===== src/rtl/cmrtc_pkg.sv =====
// Functional notes
// - 128 bytes with the clock, cleared by reset except control A, B and D (no battery domain)
// - host writes index 00..7F at port 70
// - port 71 reads or writes indexed byte
// - locations 0..13 are clock functions
// - locations 14..127 are plain storage
// - newest index write replaces the older one
// - time, alarm, hundred-year calendar, periodic interrupt
package cmrtc_pkg;
    localparam int           CMRTC_DEPTH     = 128;
    localparam int           CMRTC_AW        = 7;
    localparam logic [15:0]  CMRTC_SEL_PORT  = 16'h0070;
    localparam logic [15:0]  CMRTC_DATA_PORT = 16'h0071;
    localparam logic [6:0]   CMRTC_SEC       = 7'h00;
    localparam logic [6:0]   CMRTC_SEC_ALM   = 7'h01;
    localparam logic [6:0]   CMRTC_MIN       = 7'h02;
    localparam logic [6:0]   CMRTC_MIN_ALM   = 7'h03;
    localparam logic [6:0]   CMRTC_HOUR      = 7'h04;
    localparam logic [6:0]   CMRTC_HOUR_ALM  = 7'h05;
    localparam logic [6:0]   CMRTC_WDAY      = 7'h06;
    localparam logic [6:0]   CMRTC_MDAY      = 7'h07;
    localparam logic [6:0]   CMRTC_MONTH     = 7'h08;
    localparam logic [6:0]   CMRTC_YEAR      = 7'h09;
    localparam logic [6:0]   CMRTC_CTLA      = 7'h0A;
    localparam logic [6:0]   CMRTC_CTLB      = 7'h0B;
    localparam logic [6:0]   CMRTC_CTLC      = 7'h0C;
    localparam logic [6:0]   CMRTC_CTLD      = 7'h0D;
    localparam logic [6:0]   CMRTC_LAST_CLK  = 7'h0D;
    // control B bits
    localparam int           CMRTC_B_HALT    = 7;
    localparam int           CMRTC_B_PIE     = 6;
    localparam int           CMRTC_B_AIE     = 5;
    localparam int           CMRTC_B_UIE     = 4;
    // control C flag bits
    localparam int           CMRTC_C_IRQ     = 7;
    localparam int           CMRTC_C_PF      = 6;
    localparam int           CMRTC_C_AF      = 5;
    localparam int           CMRTC_C_UF      = 4;
    localparam logic [7:0]   CMRTC_D_VALID   = 8'h80;
    localparam logic [7:0]   CMRTC_ALM_DONTCARE = 8'hC0;
    localparam logic [7:0]   CMRTC_CTLA_RST  = 8'h26;
    localparam logic [7:0]   CMRTC_CTLB_RST  = 8'h02;
    localparam int           CMRTC_CLK_HZ    = 10_000_000;
    localparam int           CMRTC_SEC_TICKS = CMRTC_CLK_HZ;
    localparam int           CMRTC_PER_MAX   = 32768;
    localparam int           CMRTC_PER_TICKS = CMRTC_CLK_HZ / CMRTC_PER_MAX;

    typedef struct packed {
        logic        cs;
        logic        wr;
        logic        rd;
        logic [15:0] addr;
        logic [7:0]  wdata;
    } cmrtc_io_s;
endpackage


===== src/rtl/cmrtc_top.sv =====
`timescale 1ns/100ps
module cmrtc_top
    import cmrtc_pkg::*;
#(
    parameter int SEC_TICKS = CMRTC_SEC_TICKS,
    parameter int PER_TICKS = CMRTC_PER_TICKS
)(
    input  wire logic       I_REF_CLK,
    input  wire logic       I_RST_B,
    input  wire logic       I_CE,
    input  wire cmrtc_io_s  I_IO,
    output logic [7:0]      O_RDATA,
    output logic            O_RVALID,
    output logic            O_IRQ
);
    typedef struct packed {
        logic [6:0]  index;
        logic [CMRTC_DEPTH-1:0][7:0] mem;
        logic [31:0] sec_cnt;
        logic [31:0] per_cnt;
        logic [15:0] per_div;
        logic [7:0]  rdata;
        logic        rvalid;
        logic        irq;
    } cmrtc_state_s;

    cmrtc_state_s st;
    cmrtc_state_s next_st;

    // bcd increment with wrap; returns first value on reaching limit
    function automatic logic [7:0] bcd_inc(input logic [7:0] v,
                                           input logic [7:0] lim,
                                           input logic [7:0] first);
        logic [7:0] r;
        r = first;
        if (v != lim)
        begin
            if (v[3:0] == 4'h9)
                r = {v[7:4] + 4'h1, 4'h0};
            else
                r = {v[7:4], v[3:0] + 4'h1};
        end
        return r;
    endfunction

    // low-bit mask of the free-running periodic divider; rate 0 never ticks
    function automatic logic [15:0] rate_mask(input logic [3:0] r);
        logic [15:0] m;
        m = 16'h0000;
        if (r != 4'h0)
            m = 16'((32'h1 << r) - 32'h1);
        return m;
    endfunction

    function automatic logic alm_hit(input logic [7:0] a, input logic [7:0] t);
        return ((a & CMRTC_ALM_DONTCARE) == CMRTC_ALM_DONTCARE) || (a == t);
    endfunction

    function automatic logic [7:0] month_days(input logic [7:0] m, input logic [7:0] y);
        logic [7:0] d;
        d = 8'h31;
        if (m == 8'h04 || m == 8'h06 || m == 8'h09 || m == 8'h11)
            d = 8'h30;
        else if (m == 8'h02)
            // bcd year divisible by four; century year 00 counts as leap
            d = ((y[4] ? (y[1:0] == 2'h2) : (y[1:0] == 2'h0))) ? 8'h29 : 8'h28;
        return d;
    endfunction

    logic [6:0] sel;
    logic       sec_tick;
    logic       per_tick;
    logic [3:0] rate;
    logic [15:0] per_mask;
    logic       alm_now;
    logic       io_wr;
    logic       io_rd;

    always_comb
    begin
        next_st  = st;
        sel      = st.index;
        sec_tick = 1'b0;
        per_tick = 1'b0;
        rate     = st.mem[CMRTC_CTLA][3:0];
        per_mask = rate_mask(rate);
        alm_now  = 1'b0;
        // a write wins when both strobes arrive together
        io_wr    = I_IO.cs && I_IO.wr;
        io_rd    = I_IO.cs && I_IO.rd && !I_IO.wr;
        next_st.rvalid = 1'b0;

        // periodic divider runs from a 32.768 kHz-equivalent base
        // one tick each time the low rate bits of the divider are all ones
        if (st.per_cnt >= 32'(PER_TICKS - 1))
        begin
            next_st.per_cnt = '0;
            next_st.per_div = st.per_div + 16'h0001;
            per_tick = (rate != 4'h0) && ((st.per_div & per_mask) == per_mask);
        end
        else
            next_st.per_cnt = st.per_cnt + 32'h1;

        if (!st.mem[CMRTC_CTLB][CMRTC_B_HALT])
        begin
            if (st.sec_cnt >= 32'(SEC_TICKS - 1))
            begin
                next_st.sec_cnt = '0;
                sec_tick = 1'b1;
            end
            else
                next_st.sec_cnt = st.sec_cnt + 32'h1;
        end

        if (sec_tick)
        begin
            next_st.mem[CMRTC_SEC] = bcd_inc(st.mem[CMRTC_SEC], 8'h59, 8'h00);
            if (st.mem[CMRTC_SEC] == 8'h59)
            begin
                next_st.mem[CMRTC_MIN] = bcd_inc(st.mem[CMRTC_MIN], 8'h59, 8'h00);
                if (st.mem[CMRTC_MIN] == 8'h59)
                begin
                    next_st.mem[CMRTC_HOUR] = bcd_inc(st.mem[CMRTC_HOUR], 8'h23, 8'h00);
                    if (st.mem[CMRTC_HOUR] == 8'h23)
                    begin
                        next_st.mem[CMRTC_WDAY] = bcd_inc(st.mem[CMRTC_WDAY], 8'h07, 8'h01);
                        next_st.mem[CMRTC_MDAY] = bcd_inc(st.mem[CMRTC_MDAY],
                            month_days(st.mem[CMRTC_MONTH], st.mem[CMRTC_YEAR]), 8'h01);
                        if (st.mem[CMRTC_MDAY] ==
                            month_days(st.mem[CMRTC_MONTH], st.mem[CMRTC_YEAR]))
                        begin
                            next_st.mem[CMRTC_MONTH] =
                                bcd_inc(st.mem[CMRTC_MONTH], 8'h12, 8'h01);
                            if (st.mem[CMRTC_MONTH] == 8'h12)
                                next_st.mem[CMRTC_YEAR] =
                                    bcd_inc(st.mem[CMRTC_YEAR], 8'h99, 8'h00);
                        end
                    end
                end
            end
            next_st.mem[CMRTC_CTLC][CMRTC_C_UF] = 1'b1;
            // alarm compares the time as it becomes after this tick
            alm_now = alm_hit(st.mem[CMRTC_SEC_ALM], next_st.mem[CMRTC_SEC])
                && alm_hit(st.mem[CMRTC_MIN_ALM], next_st.mem[CMRTC_MIN])
                && alm_hit(st.mem[CMRTC_HOUR_ALM], next_st.mem[CMRTC_HOUR]);
            if (alm_now)
                next_st.mem[CMRTC_CTLC][CMRTC_C_AF] = 1'b1;
        end
        if (per_tick)
            next_st.mem[CMRTC_CTLC][CMRTC_C_PF] = 1'b1;

        // only the newest select survives; the host must keep the pair atomic
        if (io_wr)
        begin
            if (I_IO.addr == CMRTC_SEL_PORT)
                next_st.index = I_IO.wdata[CMRTC_AW-1:0];
            else if (I_IO.addr == CMRTC_DATA_PORT)
            begin
                // flags and validity byte are hardware-owned, writes dropped
                if (sel != CMRTC_CTLC && sel != CMRTC_CTLD)
                    next_st.mem[sel] = I_IO.wdata;
                if (sel == CMRTC_SEC)
                    next_st.sec_cnt = '0;
            end
        end
        else if (io_rd)
        begin
            if (I_IO.addr == CMRTC_DATA_PORT)
            begin
                next_st.rdata  = st.mem[sel];
                next_st.rvalid = 1'b1;
                // reading the flag byte clears it; a same-cycle event still sets it
                if (sel == CMRTC_CTLC)
                begin
                    next_st.mem[CMRTC_CTLC] = 8'h00;
                    if (per_tick)
                        next_st.mem[CMRTC_CTLC][CMRTC_C_PF] = 1'b1;
                    if (sec_tick)
                    begin
                        next_st.mem[CMRTC_CTLC][CMRTC_C_UF] = 1'b1;
                        // an alarm landing on the clearing read is not lost
                        next_st.mem[CMRTC_CTLC][CMRTC_C_AF] = alm_now;
                    end
                end
            end
            else if (I_IO.addr == CMRTC_SEL_PORT)
            begin
                // select port is write-only
                next_st.rdata  = 8'hFF;
                next_st.rvalid = 1'b1;
            end
        end

        next_st.mem[CMRTC_CTLC][3:0]          = 4'h0;
        next_st.mem[CMRTC_CTLC][CMRTC_C_IRQ] =
            (next_st.mem[CMRTC_CTLC][CMRTC_C_PF] & st.mem[CMRTC_CTLB][CMRTC_B_PIE])
            | (next_st.mem[CMRTC_CTLC][CMRTC_C_AF] & st.mem[CMRTC_CTLB][CMRTC_B_AIE])
            | (next_st.mem[CMRTC_CTLC][CMRTC_C_UF] & st.mem[CMRTC_CTLB][CMRTC_B_UIE]);
        next_st.irq = next_st.mem[CMRTC_CTLC][CMRTC_C_IRQ];
        next_st.mem[CMRTC_CTLD] = CMRTC_D_VALID;
    end

    // enable low freezes the whole record, timers included, so time slips
    // for as long as it is held; the host must account for that
    always_ff @(posedge I_REF_CLK or negedge I_RST_B)
    begin
        if (!I_RST_B)
        begin
            // storage clears too: no battery domain is modelled here
            st                   <= '0;
            st.mem[CMRTC_CTLA]   <= CMRTC_CTLA_RST;
            st.mem[CMRTC_CTLB]   <= CMRTC_CTLB_RST;
            st.mem[CMRTC_CTLD]   <= CMRTC_D_VALID;
        end
        else if (I_CE)
            st <= next_st;
    end

    assign O_RDATA  = st.rdata;
    assign O_RVALID = st.rvalid;
    assign O_IRQ    = st.irq;
endmodule

===== config.mk =====
export PLATFORM = sky130hd
export DESIGN_NAME = cmrtc_top
export DESIGN_NICKNAME = d
export VERILOG_FILES = /design/src/rtl/cmrtc_pkg.sv /design/src/rtl/cmrtc_top.sv
export SDC_FILE = /design/constraint.sdc
export NUM_CORES = 2
export LEC_CHECK = 0
export BUFFER_PORTS_ARGS = -buffer_cell sky130_fd_sc_hd__buf_4
export CORE_ASPECT_RATIO = 0.8
export CORE_MARGIN = 10
export CORE_UTILIZATION = 50
export CTS_CLUSTER_DIAMETER = 40
export DETAILED_ROUTE_END_ITERATION = 6
export PLACE_DENSITY = 0.64
export SLEW_MARGIN = 20
export SYNTH_ARGS = -nofsm -noshare
export SYNTH_HDL_FRONTEND = slang
export SYNTH_SLANG_ARGS = --single-unit

===== constraint.sdc =====
create_clock -name I_REF_CLK -period 4 [get_ports I_REF_CLK]
set_input_delay 0 -clock I_REF_CLK [delete_from_list [all_inputs] [get_ports I_REF_CLK]]
set_output_delay 0 -clock I_REF_CLK [all_outputs]
set_load 0.02 [all_outputs]

Word-level counts from Yosys, hierarchy flattened
Index checks and enable logic that the tools add are counted.
{"block": "totals", "ff_bits": 1109, "inputBits": 30, "output_inout_bits": 10, "wordCells": 292}
{"block": "classes", "add_sub_neg": 18, "n_lt_le_gt_ge": 4, "n_eq_ne": 37, "shifts": 1, "muxes": 67, "bitwise": 8, "reduce_logical": 23}
{"op": "1024-bit bitwise mux", "count": 1}
{"op": "135-bit two-way mux", "count": 2}
{"op": "32-bit two-way mux", "count": 8}
{"op": "8-bit two-way mux", "count": 30}
{"op": "112-bit two-way mux", "count": 1}
{"op": "103-bit two-way mux", "count": 1}
{"op": "32-bit by 1-bit adder with 32-bit output (second input constant)", "count": 2}
{"op": "4-bit by 1-bit adder with 4-bit output (second input constant)", "count": 14}
{"op": "8-bit binary-select mux with 7-bit select", "count": 1}
{"op": "8-bit demux with 7-bit select", "count": 1}
{"op": "16-bit by 7-bit equality test with 1-bit output (second input constant)", "count": 2}
{"op": "8-bit equality test", "count": 4}
{"op": "32-bit by 24-bit greater-or-equal comparator with 1-bit output (second input constant)", "count": 1}
{"op": "32-bit by 9-bit greater-or-equal comparator with 1-bit output (second input constant)", "count": 1}
{"op": "16-bit two-way mux", "count": 2}
{"op": "4-bit equality test (second input constant)", "count": 7}
{"op": "7-bit two-way mux", "count": 4}
{"op": "9-bit two-way mux", "count": 2}
{"op": "16-bit by 1-bit adder with 16-bit output (second input constant)", "count": 1}
{"op": "16-bit AND", "count": 1}
{"op": "16-bit equality test", "count": 1}
{"op": "8-bit by 3-bit equality test with 1-bit output (second input constant)", "count": 2}
{"op": "8-bit by 5-bit equality test with 1-bit output (second input constant)", "count": 2}
{"op": "8-bit by 7-bit equality test with 1-bit output (second input constant)", "count": 2}
{"op": "33 further kinds", "count": 65}

Longest topological paths before layout
{"block": "depth", "depth_word": 23, "depth_mapped": 14, "ltp_nobuf": 12}

Worst setup path after synthesis
OpenSTA, ideal clock, no wires.
{"block": "synth_path", "path_type": "register to register", "from": "register st[158] (netlist bit)", "to": "register st[165] (netlist bit)", "setup_time_ps": 121, "arrival_time_ps": 2499, "t_required_ps": 3879, "path_slack_ps": 1380, "path_stages_with_launch": 12, "path_buffers": 0, "period_less_slack_ps": 2620, "path_cell_list": "dfrtp_1 > inv_1 > ha_1 > nor3b_2 > nand3_2 > or3b_1 > a21oi_2 > inv_2 > a2111oi_4 > nand4_2 > a21o_1 > a22o_1"}
{"block": "synth_via", "elab_chain_len": 20, "word_cells_on_any_way": 27, "cone_classes": "eq/ne: 7; mux: 17; reduce/logical: 3"}
{"item": "start, declared", "line": "cmrtc_top.sv:27", "text": "cmrtc_state_s st;"}
{"item": "start signal, assigned", "line": "cmrtc_top.sv:216", "text": "st <= next_st;"}
{"item": "8-bit by 3-bit equality test with 1-bit output", "line": "cmrtc_top.sv:62", "text": "if (m == 8'h04 || m == 8'h06 || m == 8'h09 || m == 8'h11)"}
{"item": "1-bit logical OR (3 in a row)", "line": "cmrtc_top.sv:62"}
{"item": "5-bit two-way mux", "line": "cmrtc_top.sv:62"}
{"item": "8-bit two-way mux", "line": "cmrtc_top.sv:124", "text": "if (st.mem[CMRTC_HOUR] == 8'h23)"}
{"item": "8-bit two-way mux", "line": "cmrtc_top.sv:121", "text": "if (st.mem[CMRTC_MIN] == 8'h59)"}
{"item": "8-bit two-way mux", "line": "cmrtc_top.sv:118", "text": "if (st.mem[CMRTC_SEC] == 8'h59)"}
{"item": "8-bit two-way mux", "line": "cmrtc_top.sv:115", "text": "if (sec_tick)"}
{"item": "8-bit equality test", "line": "cmrtc_top.sv:129", "text": "if (st.mem[CMRTC_MDAY] =="}
{"item": "(+2 left out)"}
{"item": "32-bit two-way mux *", "line": "cmrtc_top.sv:121"}
{"item": "32-bit two-way mux *", "line": "cmrtc_top.sv:118"}
{"item": "32-bit two-way mux *", "line": "cmrtc_top.sv:115"}
{"item": "1024-bit bitwise mux", "line": "cmrtc_top.sv:161", "text": "next_st.mem[sel] = I_IO.wdata;"}
{"item": "103-bit two-way mux", "line": "cmrtc_top.sv:160", "text": "if (sel != CMRTC_CTLC && sel != CMRTC_CTLD)"}
{"item": "135-bit two-way mux", "line": "cmrtc_top.sv:157", "text": "else if (I_IO.addr == CMRTC_DATA_PORT)"}
{"item": "135-bit two-way mux", "line": "cmrtc_top.sv:155", "text": "if (I_IO.addr == CMRTC_SEL_PORT)"}
{"item": "112-bit two-way mux *", "line": "cmrtc_top.sv:153", "text": "if (io_wr)"}
Every way passes the cells marked *; elsewhere a longest branch is shown, timed or not. The select of a mux whose other input is x is not followed.
A chain may end at the register's enable or synchronous reset.

Worst setup path after layout
{"block": "layout_path", "from": "register st (netlist bit sel[0])", "to": "register st[327] (netlist bit)"}
{"block": "layout_via", "elab_chain_len": 5, "word_cells_on_any_way": 10, "cone_classes": "order compare: 2; eq/ne: 2; mux: 3; reduce/logical: 3"}
{"item": "7-bit by 8-bit less-than comparator with 1-bit output (not written as such) / 7-bit by 1-bit greater-or-equal comparator with 1-bit output (equally long branches)", "line": "cmrtc_top.sv:161"}
{"item": "1-bit logical AND (not written as such)", "line": "cmrtc_top.sv:161"}
{"item": "8-bit two-way mux (not written as such)", "line": "cmrtc_top.sv:161"}
{"item": "8-bit demux with 7-bit select", "line": "cmrtc_top.sv:161"}
{"item": "1024-bit bitwise mux", "line": "cmrtc_top.sv:161"}
Several ways; a longest one is shown, not always the timed one.

==> flow_summary.html <==
<table>
<tr><th>Metric</th><th>Value</th></tr>
<tr><th colspan="2">Setup path</th></tr>
<tr><td>Startpoint of the most critical register-to-register path</td><td>sel[0]</td></tr>
<tr><td>Reg-to-Reg End</td><td>st[327]</td></tr>
<tr><td>Critical-path maximum fanout</td><td>39</td></tr>
<tr><td>Top delay family on crit path</td><td>simple AND/OR/NAND/NOR gates</td></tr>
<tr><td>Count of buffer and inverter cells on the critical path</td><td>0</td></tr>
<tr><td>CP Cell Sequence</td><td>nor2b_1 &gt; and2_4 &gt; nor2b_4 &gt; nand2_1 &gt; mux2_2</td></tr>
<tr><td>Largest incremental delay on the critical path</td><td>1000 ps</td></tr>
<tr><td>Critical path launch point type</td><td>flip-flop</td></tr>
<tr><td>Required arrival time at the worst endpoint</td><td>approximately 4600 ps</td></tr>
<tr><td>Worst reg-to-reg setup slack</td><td>~38 ps</td></tr>
<tr><td>Category of the critical setup timing path</td><td>flip-flop to flip-flop</td></tr>
<tr><td>Cell at the slowest stage of the critical path</td><td>nor2b_4</td></tr>
<tr><td>Worst endpoint data arrival time</td><td>4600 ps</td></tr>
<tr><td>Depth of the worst register-to-register path</td><td>5</td></tr>
<tr><td>Category of the worst setup path capture point</td><td>flip-flop</td></tr>
<tr><th colspan="2">Clock network</th></tr>
<tr><td>Clock network latency to the later pin of the worst-skew pair</td><td>770 ps</td></tr>
<tr><td>CTS tree</td><td>built</td></tr>
<tr><td>Clock sink count</td><td>about 1100</td></tr>
<tr><td>H-tree levels</td><td>4</td></tr>
<tr><td>CTS clk-pin slew, worst paths</td><td>approximately 60 ps</td></tr>
<tr><td>Buffers inserted by post-CTS timing repair</td><td>0</td></tr>
<tr><td>Worst-case clock buffer depth</td><td>3</td></tr>
<tr><td>Buffer type at the clock tree root</td><td>clkbuf_16</td></tr>
<tr><td>CTS Buf Count</td><td>140</td></tr>
<tr><th colspan="2">Worst hold path</th></tr>
<tr><td>Hold Crit Class</td><td>input port to flip-flop</td></tr>
<tr><td>Hold Path Depth</td><td>7</td></tr>
<tr><td>Endpoint with the worst hold slack</td><td>st[149]</td></tr>
<tr><td>Worst min-delay path startpoint</td><td>I_IO[10]</td></tr>
<tr><th colspan="2">Detailed routing</th></tr>
<tr><td>Detailed Route WL</td><td>166 mm</td></tr>
<tr><td>Number of antenna-violating nets in the routed design</td><td>0</td></tr>
<tr><td>Vias/cell</td><td>~6.5</td></tr>
<tr><td>Routed length on met1</td><td>~75 mm</td></tr>
<tr><td>DR top layer</td><td>met5</td></tr>
<tr><td>Post-DR wirelength/cell</td><td>around 27 µm</td></tr>
<tr><td>Number of search-and-repair iterations in the first detailed-routing pass</td><td>6</td></tr>
<tr><td>First-iteration detailed-routing DRC count</td><td>4737</td></tr>
<tr><td>Met3 routed wirelength</td><td>around 18 mm</td></tr>
<tr><td>Number of vias after detailed routing</td><td>approximately 40000</td></tr>
<tr><td>Total length of routed met2 wires</td><td>between 60 and 70 mm</td></tr>
<tr><td>Detailed-route DRC error count</td><td>0</td></tr>
<tr><th colspan="2">Placed design</th></tr>
<tr><td>Buffers on Ports</td><td>39</td></tr>
<tr><td>Worst slack, placed</td><td>just under 300 ps</td></tr>
<tr><td>Routability-driven placement congestion ratio</td><td>0.908</td></tr>
<tr><td>DP Wirelength</td><td>between 100 and 150 mm</td></tr>
<tr><th colspan="2">Floorplan</th></tr>
<tr><td>I/O pin count</td><td>40</td></tr>
<tr><td>Area of the core</td><td>approximately 0.10 mm²</td></tr>
<tr><td>Vertical die dimension</td><td>about 300 µm</td></tr>
<tr><td>Total die area</td><td>0.116 mm²</td></tr>
<tr><td>Num rows</td><td>~110</td></tr>
<tr><td>Horizontal die dimension</td><td>about 380 µm</td></tr>
<tr><td>Initial core utilization</td><td>0.502</td></tr>
<tr><th colspan="2">Power and ir drop</th></tr>
<tr><td>Total power divided by cell area</td><td>between 400 and 500 mW/mm²</td></tr>
<tr><td>Largest voltage drop on the vdd net</td><td>between 0.3 and 0.4 mV</td></tr>
<tr><td>Standby leakage power</td><td>about 0.026 µW</td></tr>
<tr><td>Total power draw</td><td>roughly 26000 µW</td></tr>
<tr><th colspan="2">Logic synthesis</th></tr>
<tr><td>EDFF count, synth</td><td>0</td></tr>
<tr><td>Post-synthesis register bit count</td><td>1107</td></tr>
<tr><td>Main flop type after synthesis</td><td>dfrtp_1</td></tr>
<tr><td>Post-Synthesis Cells</td><td>between 4000 and 5000</td></tr>
<tr><td>Mux cell area share after synthesis</td><td>0.113</td></tr>
<tr><td>Dominant cells by area after synthesis</td><td>dfrtp_1, mux2_2, a22oi_1, o21ai_0, nand2_1</td></tr>
<tr><td>Top-count cell post-synth</td><td>dfrtp_1</td></tr>
<tr><td>Share of synthesized area occupied by flip-flops and latches</td><td>0.539</td></tr>
<tr><td>Synth top area share</td><td>0.537</td></tr>
<tr><td>Cell type with the highest aggregate area in the netlist</td><td>dfrtp_1</td></tr>
<tr><td>Post-synthesis share of cell area spent on full adders, half adders and majority gates</td><td>0.00706</td></tr>
<tr><td>Dominant combinational cell family by area after synthesis</td><td>compound AO/OA/AOI/OAI gates</td></tr>
<tr><td>Number of warnings printed during yosys synthesis</td><td>0</td></tr>
<tr><td>Cell types with the highest counts after synthesis</td><td>dfrtp_1, nand2_1, o21ai_0</td></tr>
<tr><td>Share of synthesized cell area in and, or, nand and nor gates</td><td>0.111</td></tr>
<tr><td>Count of different cell masters after synthesis</td><td>98</td></tr>
<tr><td>Ys async rst share</td><td>1.00</td></tr>
<tr><td>Post-synthesis instance area</td><td>between 0.05 and 0.06 mm²</td></tr>
<tr><td>Xor-xnor portion of the synthesized cell area</td><td>0.00596</td></tr>
<tr><td>Fraction of the mapped netlist area in compound gates</td><td>0.180</td></tr>
<tr><td>Average footprint of a synthesized cell</td><td>around 11 µm²</td></tr>
<tr><td>Post-Syn Nets</td><td>approximately 5000</td></tr>
<tr><th colspan="2">Finish</th></tr>
<tr><td>Fraction of final layout cells with drive strength greater than 1</td><td>0.212</td></tr>
<tr><td>Diodes inserted</td><td>0</td></tr>
<tr><td>Register Area</td><td>approximately 0.028 mm²</td></tr>
<tr><td>Area Overhead vs Synth</td><td>13.2%</td></tr>
<tr><td>Multi-input logic area</td><td>roughly 0.022 mm²</td></tr>
<tr><td>Net total in the final layout</td><td>4829</td></tr>
<tr><td>Filler cell count in the final layout</td><td>8596</td></tr>
<tr><td>Final cell utilization of the core</td><td>0.569</td></tr>
<tr><th colspan="2">Timing</th></tr>
<tr><td>Final sum of negative setup slack</td><td>0 ps</td></tr>
<tr><td>Minimum period implied by the final worst setup slack</td><td>3960 ps</td></tr>
<tr><td>Peak clock frequency supported by timing</td><td>approximately 250 MHz</td></tr>
<tr><td>Final hold viol count</td><td>0</td></tr>
<tr><td>Max Slew Vio Count</td><td>0</td></tr>
<tr><td>Total of endpoints with negative setup slack in the final report</td><td>0</td></tr>
<tr><td>Final worst hold slack</td><td>49.0 ps</td></tr>
<tr><td>RSZ-0062 raised after global routing</td><td>no</td></tr>
<tr><td>Fin crit share</td><td>0.991</td></tr>
<tr><td>Relative slew margins</td><td>0.222</td></tr>
<tr><td>PnR worst setup slack</td><td>between 30 and 40 ps</td></tr>
<tr><td>Slew at the pin closest to its max-slew limit</td><td>~1200 ps</td></tr>
<tr><td>Clock tree skew after final layout</td><td>~35 ps</td></tr>
<tr><th colspan="2">Global routing</th></tr>
<tr><td>Overall overflow remaining after global route</td><td>0</td></tr>
<tr><td>First-pass GRT wire length</td><td>between 200 and 300 mm</td></tr>
<tr><td>Number of antenna violations at the first check in global routing</td><td>2</td></tr>
<tr><td>Total GRT Usage</td><td>0.283</td></tr>
<tr><td>Number of global-route vias before repair</td><td>about 39000</td></tr>
<tr><td>Maximum number of pins on one net before global-route repair</td><td>134</td></tr>
<tr><th colspan="2">Status</th></tr>
<tr><td>Run status</td><td>finished clean</td></tr>
<tr><th colspan="2">Job</th></tr>
<tr><td>Number of max-cap violations</td><td>0</td></tr>
</table>
==> cells in the final DEF, fill, tap and decap left out, types with 23 or more instances in the layout <==
| master | synthesis | layout |
|---|---|---|
| a21oi_1 | 100 | 100 |
| a221oi_1 | 50 | 50 |
| a22o_1 | 56 | 56 |
| a22oi_1 | 402 | 402 |
| a31oi_1 | 62 | 62 |
| a41oi_1 | 43 | 43 |
| and3_1 | 34 | 33 |
| buf_4 | 68 | 199 |
| clkbuf_16 | 0 | 147 |
| dfrtp_1 | 1103 | 1101 |
| ha_1 | 29 | 29 |
| inv_1 | 34 | 30 |
| mux2_2 | 474 | 474 |
| nand2_1 | 725 | 725 |
| nand3_1 | 66 | 66 |
| nand4_1 | 69 | 69 |
| nor2_1 | 140 | 139 |
| nor2b_1 | 25 | 25 |
| nor3_1 | 32 | 30 |
| o21ai_0 | 592 | 592 |
| o22ai_1 | 25 | 25 |
| xnor2_1 | 23 | 23 |
==> metal layers <==
metal | track usage | up-vias
met1 | 0.423 | 20464
met5 | 0 | -
met3 | 0.0795 | 297
met2 | 0.389 | 1920
li1 | - | 17473
met4 | 0.0949 | 2
==> tightest hold or removal path: cells and delay by family <==
family          cells  cell delay (ps)
simple gates        4              440
buf+inv             1               90
compound gates      2              230
==> state kept, by name (all words and copies together), names as in the netlist <==
| name | cells |
|---|---|
| rate | 4 |
| O_IRQ | 1 |
| st | 1086 |
| sel | 7 |
| O_RDATA | 8 |
| O_RVALID | 1 |
==> through the flow <==
stage / instance area [µm²] / std cells
after floorplan: 51400 / 4811
after global placement: 53000 / 5942
after detailed placement: 53000 / 5942
after CTS: 58200 / 6222
after global routing: 58200 / 6222
final: 58200 / 6222
==> what timing repair did <==
item                                   4_1_cts  5_1_grt
hold buffers                                23        0
endpoints found under the hold margin      910        0
gates resized for setup                      0        0
==> where the power goes <==
part,internal (µW),leakage (µW),switching (µW),total (µW)
Combinational,214,0.00859,634,848
Clock,8280,0.00239,5180,13500
Sequential,11300,0.0153,114,11400
==> how the worst max path moves through the flow <==
stage	start	endpoint	cells past startpoint
after floorplan	st[158]	st[165]	11
after global placement	sel[0]	st[965]	5
after detailed placement	sel[0]	st[327]	5
after CTS	sel[0]	st[327]	5
after global routing	I_IO[21]	st[1008]	10
final	sel[0]	st[327]	5
==> logic make-up after synthesis <==
| group | after synthesis |
|---|---|
| and+or+nand+nor | 1228 |
| buffers and inverters | 464 |
| DFF | 1107 |
| AOI/OAI and AO/OA | 1439 |
| adders and majority gates | 29 |
| muxes | 509 |
| xor gates and xnor gates | 35 |
==> cell type report <==
cell class,instances,share of cell area
Inverter,36,0.00249
Sequential cell,1107,0.476
Timing Repair Buffer,245,0.0377
Multi-Input combinational cell,3240,0.370
Clock inverter,77,0.0176
Tap cell,1337,0.0287
Clock buffer,180,0.0679
Note: power is estimated with default switching activity, not from simulation.
